### src/hw/hvwps_pkg.sv
/*
  Constants and carrier types for the high-voltage wake pin sense guard.
  Assumes a 100 MHz clock and that all inputs are synchronous to it.
*/
`default_nettype none

package hvwps_pkg;

  // ------------------------------------------------------------------
  // Pin function encodings
  // ------------------------------------------------------------------
  typedef logic [2:0] hvwps_func_t;
  localparam hvwps_func_t FUNC_FAIL_OUT = 3'h0;
  localparam hvwps_func_t FUNC_HS_CSENSE = 3'h3;
  localparam hvwps_func_t FUNC_OFF = 3'h4;
  localparam hvwps_func_t FUNC_WAKE_IN = 3'h5;
  localparam hvwps_func_t FUNC_LS = 3'h6;
  localparam hvwps_func_t FUNC_HS = 3'h7;

  // ------------------------------------------------------------------
  // Reset values
  // ------------------------------------------------------------------
  localparam hvwps_func_t RST_FUNC = FUNC_FAIL_OUT;
  localparam logic [1:0] RST_PULL = 2'h0;

  // ------------------------------------------------------------------
  // Timing
  // ------------------------------------------------------------------
  localparam int CLK_MHZ = 100;
  localparam int T_WK_FILT_MIN_US = 13;
  localparam int T_WK_BLANK_MIN_US = 24;
  localparam int T_OC_FILT_MIN_US = 20;
  localparam int T_OL_FILT_MIN_US = 51;
  localparam int WK_FILT_CYC = T_WK_FILT_MIN_US * CLK_MHZ;
  localparam int WK_BLANK_CYC = T_WK_BLANK_MIN_US * CLK_MHZ;
  localparam int OC_FILT_CYC = T_OC_FILT_MIN_US * CLK_MHZ;
  localparam int OL_FILT_CYC = T_OL_FILT_MIN_US * CLK_MHZ;
  localparam int CNT_W = 13;

  // ------------------------------------------------------------------
  // Carriers
  // ------------------------------------------------------------------
  typedef enum logic [1:0] {
    MODE_NORMAL,
    MODE_SLEEP,
    MODE_RESTART
  } hvwps_mode_t;

  typedef struct packed {
    logic        func_wr;
    hvwps_func_t func_data;
    logic        pull_wr;
    logic [1:0]  pull_data;
    logic        sense_wr;
    logic        sense_data;
    logic        fo_test_wr;
    logic        sleep_req;
    logic        other_wake_en;
    logic        pin_wake_en;
  } hvwps_cmd_t;

  typedef struct packed {
    logic        pin_level;
    logic        overcurrent;
    logic        openload;
  } hvwps_sense_t;

  typedef struct packed {
    hvwps_func_t func_q;
    logic [1:0]  pull_q;
    logic        sense_en_q;
    logic        cmd_err_q;
    logic        wk_filt_q;
    logic [CNT_W-1:0] wk_cnt_q;
    logic [CNT_W-1:0] blank_cnt_q;
    logic [CNT_W-1:0] oc_cnt_q;
    logic [CNT_W-1:0] ol_cnt_q;
    logic        wake_event_q;
    logic        wake_level_q;
    logic        oc_flag_q;
    logic        ol_flag_q;
    hvwps_mode_t mode_q;
  } hvwps_state_t;

endpackage

`default_nettype wire

### src/hw/hvwps_guard.sv
/*
  Guard logic for the high-voltage wake pin and its shared fail/general-purpose
  pin while the voltage sense path is active, plus the pin qualification filters.
  Assumes command strobes are one-cycle pulses synchronous to mclk.
*/
`timescale 1ns/1ns
`default_nettype none

// What this block does
// - Sense enabled: pulls off and internal wake signal blocked.
// - Sense enabled: pull config stored but applied only after sense disabled.
// - Sense enabled: writes changing pin function are rejected, contents kept.
// - Sense enable refused while fail output configured; command error set.
// - Sense enabled: wake event and wake level status not updated.
// - Sleep request with pin wake only and sense on: error, enter restart.
// - Wake input level change accepted only after stable filter time.
// - Wake events ignored during blanking time after wake input enabled.
// - Switch overcurrent qualified by filter time before shutdown.
// - High-side open load qualified by filter time before reporting.
// - Sense enabled: fail output, general purpose and test attempts flag error.
// - Overcurrent shutdown sets flag and forces function to off.
// - Qualified open load sets flag without shutting the switch down.
module hvwps_guard (
  // Clock and reset
  input  wire logic                 mclk,
  input  wire logic                 nrst,
  // Commands and pin sensing
  input  wire hvwps_pkg::hvwps_cmd_t   cmd,
  input  wire hvwps_pkg::hvwps_sense_t sense,
  input  wire logic                 cmd_err_clr,
  input  wire logic                 status_clr,
  // Configuration and status
  output logic [2:0]                pin_function,
  output logic [1:0]                wake_pull_config,
  output logic                      hv_sense_enable,
  output logic                      cmd_error_flag,
  output logic                      wake_event_status,
  output logic                      wake_level_status,
  output logic                      pin_overcurrent_flag,
  output logic                      pin_openload_flag,
  // Pin control
  output logic                      pull_up_en,
  output logic                      pull_down_en,
  output logic                      hv_wake_input,
  output logic                      switch_on,
  output logic                      fail_output_drive,
  output hvwps_pkg::hvwps_mode_t    mode
);

  hvwps_pkg::hvwps_state_t s_q;
  hvwps_pkg::hvwps_state_t s_d;

  function automatic logic is_switch(input logic [2:0] f);
    is_switch = (f == hvwps_pkg::FUNC_LS) || (f == hvwps_pkg::FUNC_HS)
             || (f == hvwps_pkg::FUNC_HS_CSENSE);
  endfunction

  function automatic logic is_high_side(input logic [2:0] f);
    is_high_side = (f == hvwps_pkg::FUNC_HS);
  endfunction

  // ------------------------------------------------------------------
  // Next state
  // ------------------------------------------------------------------
  always_comb
  begin
    logic wk_ok;
    logic set_err;
    logic oc_shut;
    logic ol_set;
    wk_ok = 1'b0;
    ol_set = 1'b0;
    set_err = 1'b0;
    oc_shut = 1'b0;
    s_d = s_q;

    // Sense enable, refused while the fail output function is selected.
    if (cmd.sense_wr)
    begin
      if (cmd.sense_data && (s_q.func_q == hvwps_pkg::FUNC_FAIL_OUT))
        set_err = 1'b1;
      else
        s_d.sense_en_q = cmd.sense_data;
    end

    // Pull config always stored; its effect is gated on the outputs.
    if (cmd.pull_wr)
      s_d.pull_q = cmd.pull_data;

    // Blanking counts down first, so a wake input write in this cycle reloads it.
    if (s_q.blank_cnt_q != '0)
      s_d.blank_cnt_q = s_q.blank_cnt_q - 1'b1;

    // Function writes that change the value are blocked while sensing.
    if (cmd.func_wr)
    begin
      if (s_q.sense_en_q)
      begin
        if (cmd.func_data != s_q.func_q)
          set_err = 1'b1;
      end
      else
      begin
        s_d.func_q = cmd.func_data;
        if (cmd.func_data == hvwps_pkg::FUNC_WAKE_IN)
          s_d.blank_cnt_q = hvwps_pkg::CNT_W'(hvwps_pkg::WK_BLANK_CYC);
      end
    end
    if (cmd.fo_test_wr && s_q.sense_en_q)
      set_err = 1'b1;

    // Sleep request handling.
    if (cmd.sleep_req)
    begin
      if (s_q.sense_en_q && cmd.pin_wake_en && !cmd.other_wake_en)
      begin
        set_err = 1'b1;
        s_d.mode_q = hvwps_pkg::MODE_RESTART;
      end
      else
        s_d.mode_q = hvwps_pkg::MODE_SLEEP;
    end

    // Wake input filter.
    if ((s_q.func_q == hvwps_pkg::FUNC_WAKE_IN) && !s_q.sense_en_q)
    begin
      if (sense.pin_level == s_q.wk_filt_q)
        s_d.wk_cnt_q = '0;
      else if (s_q.wk_cnt_q == hvwps_pkg::CNT_W'(hvwps_pkg::WK_FILT_CYC - 1))
      begin
        s_d.wk_cnt_q = '0;
        s_d.wk_filt_q = sense.pin_level;
        wk_ok = 1'b1;
      end
      else
        s_d.wk_cnt_q = s_q.wk_cnt_q + 1'b1;
    end
    else
      s_d.wk_cnt_q = '0;
    if (!s_q.sense_en_q)
      s_d.wake_level_q = s_q.wk_filt_q;
    if (wk_ok && (s_q.blank_cnt_q == '0))
      s_d.wake_event_q = 1'b1;

    // Overcurrent filter and shutdown.
    // The sense path keeps the switch off, so no fault is counted then.
    if (is_switch(s_q.func_q) && !s_q.sense_en_q && sense.overcurrent)
    begin
      if (s_q.oc_cnt_q == hvwps_pkg::CNT_W'(hvwps_pkg::OC_FILT_CYC - 1))
        oc_shut = 1'b1;
      else
        s_d.oc_cnt_q = s_q.oc_cnt_q + 1'b1;
    end
    else
      s_d.oc_cnt_q = '0;
    if (oc_shut)
    begin
      s_d.oc_cnt_q = '0;
      s_d.oc_flag_q = 1'b1;
      s_d.func_q = hvwps_pkg::FUNC_OFF;
    end

    // Open load filter; flag only, switch stays on.
    if (is_high_side(s_q.func_q) && !s_q.sense_en_q && sense.openload && !s_q.ol_flag_q)
    begin
      if (s_q.ol_cnt_q == hvwps_pkg::CNT_W'(hvwps_pkg::OL_FILT_CYC - 1))
      begin
        s_d.ol_cnt_q = '0;
        ol_set = 1'b1;
        s_d.ol_flag_q = 1'b1;
      end
      else
        s_d.ol_cnt_q = s_q.ol_cnt_q + 1'b1;
    end
    else
      s_d.ol_cnt_q = '0;

    // Software clears lose against a same-cycle set.
    if (status_clr)
    begin
      s_d.wake_event_q = wk_ok && (s_q.blank_cnt_q == '0) && !s_q.sense_en_q;
      s_d.oc_flag_q = oc_shut;
      s_d.ol_flag_q = ol_set;
    end
    if (cmd_err_clr)
      s_d.cmd_err_q = 1'b0;
    if (set_err)
      s_d.cmd_err_q = 1'b1;
  end

  // ------------------------------------------------------------------
  // State register
  // ------------------------------------------------------------------
  always_ff @(posedge mclk or negedge nrst)
  begin
    if (!nrst)
    begin
      s_q <= '0;
      s_q.func_q <= hvwps_pkg::RST_FUNC;
      s_q.pull_q <= hvwps_pkg::RST_PULL;
      s_q.mode_q <= hvwps_pkg::MODE_NORMAL;
    end
    else
      s_q <= s_d;
  end

  // ------------------------------------------------------------------
  // Outputs
  // ------------------------------------------------------------------
  assign pin_function = s_q.func_q;
  assign wake_pull_config = s_q.pull_q;
  assign hv_sense_enable = s_q.sense_en_q;
  assign cmd_error_flag = s_q.cmd_err_q;
  assign wake_event_status = s_q.wake_event_q;
  assign wake_level_status = s_q.wake_level_q;
  assign pin_overcurrent_flag = s_q.oc_flag_q;
  assign pin_openload_flag = s_q.ol_flag_q;
  assign pull_up_en = !s_q.sense_en_q && s_q.pull_q[0];
  assign pull_down_en = !s_q.sense_en_q && s_q.pull_q[1];
  assign hv_wake_input = !s_q.sense_en_q && s_q.wk_filt_q;
  assign switch_on = is_switch(s_q.func_q) && !s_q.sense_en_q;
  assign fail_output_drive = (s_q.func_q == hvwps_pkg::FUNC_FAIL_OUT) && !s_q.sense_en_q;
  assign mode = s_q.mode_q;

endmodule

`default_nettype wire

### config.mk
export PLATFORM = sky130hd
export DESIGN_NAME = hvwps_guard
export DESIGN_NICKNAME = d
export VERILOG_FILES = /design/src/hw/hvwps_pkg.sv /design/src/hw/hvwps_guard.sv
export SDC_FILE = /design/constraint.sdc
export NUM_CORES = 1
export LEC_CHECK = 0
export BUFFER_PORTS_ARGS = -buffer_cell sky130_fd_sc_hd__buf_4
export CELL_PAD_IN_SITES_DETAIL_PLACEMENT = 1
export CELL_PAD_IN_SITES_GLOBAL_PLACEMENT = 1
export CORE_MARGIN = 2
export CORE_UTILIZATION = 45
export CTS_CLUSTER_DIAMETER = 40
export DETAILED_ROUTE_END_ITERATION = 16
export GPL_ROUTABILITY_DRIVEN = 0
export PLACE_DENSITY_LB_ADDON = 0.3
export SLEW_MARGIN = 20
export SYNTH_ARGS = -nofsm -noshare
export SYNTH_HDL_FRONTEND = slang
export SYNTH_SLANG_ARGS = --single-unit
### constraint.sdc
create_clock -name mclk -period 2.6 [get_ports mclk]
set_input_delay 0.13 -clock mclk [delete_from_list [all_inputs] [get_ports mclk]]
set_output_delay 0.13 -clock mclk [all_outputs]
set_load 0.02 [all_outputs]
Yosys cells after proc, flatten, opt, wreduce, memory -nomap -nowiden --
Index checks and enable logic that the tools add are counted.
Operators by class: add/sub/neg operators 4, equal/unequal tests 12, multiplexer cells 39, bitwise logic cells 2, reductions and logical operators 34
Operators by type and width (count):
- $mux 13 | 12
- $add 13x1->13 const B | 3
- $eq 13x11->1 const B | 2
- $mux 1 | 22
- $logic_and 1x1->1 | 16
- $eq 13x13->1 const B | 1
- $logic_not 13->1 | 1
- $reduce_bool 13->1 | 1
- $sub 13x1->13 const B | 1
- $eq 3x3->1 const B | 4
- $reduce_bool 2->1 | 6
- $mux 3 | 3
- $reduce_and 2->1 | 3
- $mux 2 | 2
- $eq 3x2->1 const B | 1
- $logic_not 1->1 | 3
- $logic_not 3->1 | 1
- $ne 3x2->1 const B | 1
- $ne 3x3->1 | 1
- $reduce_and 3->1 | 1
- $logic_or 1x1->1 | 2
- $ne 2x1->1 const B | 1
- $not 1->1 | 2
- $eq 1x1->1 | 1
Storage, ports and cells: flip-flop bits (word level) 66, bits of input ports 20, word-level logic and storage cells 105

Depth between registers and ports, before layout --
depth after elaboration 11, depth in mapped cells 7, gate-level depth less buffers 6

Worst setup path after synthesis --
Ideal clock, no wire load.
path type register to register, start reg s_q[32] (netlist bit), end reg s_q[37] (netlist bit), setup time 0.132 ns, arrival 1.833 ns, path slack 0.635 ns, cell stages (with the launch flop) 8, buffers on the path 1, clock period less this slack 1.965 ns, cells stage by stage dfrtp_1 -> inv_1 -> ha_1 -> or4b_4 -> and4b_1 -> buf_4 -> nor3_1 -> or3b_1
RTL lines:
- start: declaration | RTL line hvwps_guard.sv:50 | hvwps_pkg::hvwps_state_t s_q;

==> summary.txt <==
Power and ir drop
  • Peak VDD IR: 0.392 mV
  • LEAKAGE: 1.67 nW
  • Pwr Total: 2.85 mW
  • Cell Pwr Density: 717 nW/um^2

Critical path
  • Worst R2R End: s_q[37]$_DFF_PN0_
  • Critical path required time: 2.83 ns
  • Reg2Reg Launch Point: s_q[32]$_DFF_PN0_
  • R2R depth: 6
  • Reg2reg setup slack: 0.40 ns
  • Arr. time, crit path: 2.43 ns
  • CP Launch Type: flip-flop
  • Crit Path Max Fanout: 9
  • Critical setup path kind: reg2reg
  • Setup crit end kind: flip-flop

STA
  • RSZ-0062 raised after global routing: false
  • # setup viols final: 0
  • Final slew viol count: 0
  • Setup TNS Final: 0 ns
  • Period utilization: 84.5%
  • Min cycle time layout: 2.20 ns
  • Clock Skew: 0.00875 ns
  • Rel. slew slack: 43.6%
  • Slew @ Worst Pin: 0.847 ns
  • Max Fclk: 455 MHz
  • Final Hold Fails: 0

GRT
  • Total gr overflow: 0
  • Vias in the first global route: 2754
  • Gr usage total: 20.4%
  • First-pass GRT wire length: 13200 microns
  • Initial antenna violation count: 0
  • Largest net degree at the start of global routing: 67

Logic synthesis
  • FF+latch count, synth: 66
  • Post-Syn Area: 3350 sq um
  • EDFF count, synth: 0
  • Ys async rst share: 100%
  • Avg Inst Size Synth: 9.91 sq um
  • Cell variety after synth: 51
  • Yosys warns: 0
  • Post-Syn Instances: 338
  • Sequential-to-total area share from yosys stat: 49.3%
  • Top FF cell, synth: dfrtp_1
  • Net count after synthesis: 363

Floorplan
  • Die width: 90.3 microns
  • Ports: 38
  • Starting Density: 46.4%
  • Die H: 90.3 microns
  • Core ar.: 7210 sq um
  • Total number of placement rows: 31
  • Die Area: 8150 sq um

Clock tree
  • CTS Buffer Depth: 2
  • CTS tree: yes
  • Postcts setup bufs: 0
  • CTS H-tree lvls: 3
  • CTS Root Cell: clkbuf_8
  • Register clock-pin slew on the reported worst setup and hold paths: 0.08 ns
  • Post-CTS Resized: 0
  • Skew-Pair Late Insertion Delay: 0.35 ns
  • # hold bufs at CTS: 5
  • CTS Sinks: 66
  • Number of buffers created by CTS: 9

Cells and area
  • Layout area overhead: 18.5%
  • Layout Nets: 402
  • Layout cells sized above 1: 17.5%
  • Final core utilization: 55.0%
  • Diodes inserted: 0

Detailed routing
  • Via/cell ratio: 5.45
  • Drt total wl: 7780 microns
  • 1st-pass router iterations: 4
  • DR DRC count: 0
  • Uppermost routed layer: met4
  • Met2 WL: 3990 microns
  • Routed met3 length: 227 microns
  • Via Count: 2621
  • Final ANT Viol Nets: 0
  • Met1 wire length: 3480 microns
  • Drt initial violations: 56
  • WL/cell: 16.2 microns

Worst hold path
  • Worst hold start: cmd_err_clr
  • Worst min path class: in2reg
  • Hold Path Cell Cnt: 2
  • Hold endpoint: cmd_error_flag$_DFFE_PN0P_

Flow run
  • Maxcap violations: 0

Run status
  • Status: finished, final reports clean

Placement
  • DP HPWL: 5170 microns
  • PortBufs: 37
[per-stage QoR]
stage / area [sq um] / std cells / worst slack [ns] / hold WS, ns
global route: 3970 / 481 / 0.308 / 0.0113
floorplan: 3350 / 338 / 0.635 / -0.166
detailed placement: 3660 / 459 / 0.456 / 0.294
CTS: 3960 / 480 / 0.425 / 0.00586
global placement: 3660 / 459 / 0.512 / 0.293
finish: 3970 / 481 / 0.402 / 0.0193
[worst max-delay path by stage]
stage,from,to,cells after the start
2_1_floorplan,s_q[32]$_DFF_PN0_,s_q[37]$_DFF_PN0_,7
3_3_place_gp,s_q[32]$_DFF_PN0_,s_q[37]$_DFF_PN0_,6
3_5_place_dp,s_q[32]$_DFF_PN0_,s_q[37]$_DFF_PN0_,6
4_1_cts,s_q[32]$_DFF_PN0_,s_q[37]$_DFF_PN0_,6
5_1_grt,s_q[32]$_DFF_PN0_,s_q[37]$_DFF_PN0_,6
6_report,s_q[32]$_DFF_PN0_,s_q[37]$_DFF_PN0_,6
[critical path, stage by stage (launching register included)]
cell and delay (ns):
dfrtp_1 0.41, inv_1 0.13, ha_1 0.18, or4b_4 0.48, and4b_1 0.45, nor3_1 0.08
or3b_1 0.36
[cells by family after synthesis]
logic type,synth area share (%)
AO/OA/AOI/OAI,8.25
XOR/XNOR,8.36
adder cells (fa/ha/maj),1.87
buffers and inverters,4.48
flip-flops,49.3
multiplexers,1.90
AND/OR/NAND/NOR,25.8
[registers in the layout, summed over array words and instances (netlist names)]
register              count
mode                      2
pin_overcurrent_flag      1
pin_function              3
wake_pull_config          2
wake_event_status         1
pin_openload_flag         1
wake_level_status         1
hv_sense_enable           1
cmd_error_flag            1
s_q                      53
[synth_stat cells, types with 2 or more instances]
cell / instances / share of area (%)
a21oi_1: 15 / 2.2
and2_1: 3 / 0.56
and3_1: 6 / 1.1
and4_1: 2 / 0.52
buf_4: 8 / 1.8
buf_6: 2 / 0.67
clkbuf_1: 7 / 0.78
dfrtp_1: 66 / 49
ha_1: 5 / 1.9
inv_1: 11 / 1.2
mux2_2: 3 / 1.0
mux2i_1: 3 / 0.90
nand2_1: 22 / 2.5
nand2b_1: 4 / 0.75
nand3_1: 18 / 2.7
nand4_1: 9 / 1.7
nor2_1: 44 / 4.9
nor2b_1: 4 / 0.75
nor3_1: 6 / 0.90
nor4_1: 5 / 0.93
nor4b_1: 3 / 0.78
nor4bb_1: 3 / 0.90
o21ai_0: 9 / 1.3
o31ai_1: 8 / 1.8
or3_1: 8 / 1.5
or4_1: 9 / 2.0
xnor2_1: 13 / 3.4
xor2_1: 19 / 5.0
[layer usage]
layer	global-route usage, %	vias up
li1	-	1267
met3	5.43	7
met1	25.3	1319
met2	34.8	28
met4	6.54	0
met5	0	-
[area by class of cell]
| cell class | instances | area [sq um] |
|---|---|---|
| clock buffers | 10 | 138 |
| clock inverters | 6 | 114 |
| fillers | 807 | 3240 |
| inverters | 11 | 41.3 |
| multi-input cells | 244 | 1550 |
| flip-flops and latches | 66 | 1650 |
| well taps | 99 | 124 |
| repair buffers | 45 | 353 |
[cell usage in the layout, fill, tap and decap left out, drive strengths merged, types with 10 or more instances in the layout]
cell type	netlist	routed
a21oi	15	15
o21ai	10	10
nand2	22	22
nor2	44	44
or4	10	10
dfrtp	66	66
buf	10	39
xnor2	13	13
clkbuf	7	10
xor2	19	19
inv	11	11
nand3	19	19
[power by group]
group | total [mW] | switching, mW | internal [mW]
registers | 1.27 | 0.136 | 1.13
clock network | 1.08 | 0.415 | 0.664
logic | 0.502 | 0.278 | 0.224
total | 2.85 | 0.829 | 2.02
Power figures use the tool's default switching activity.
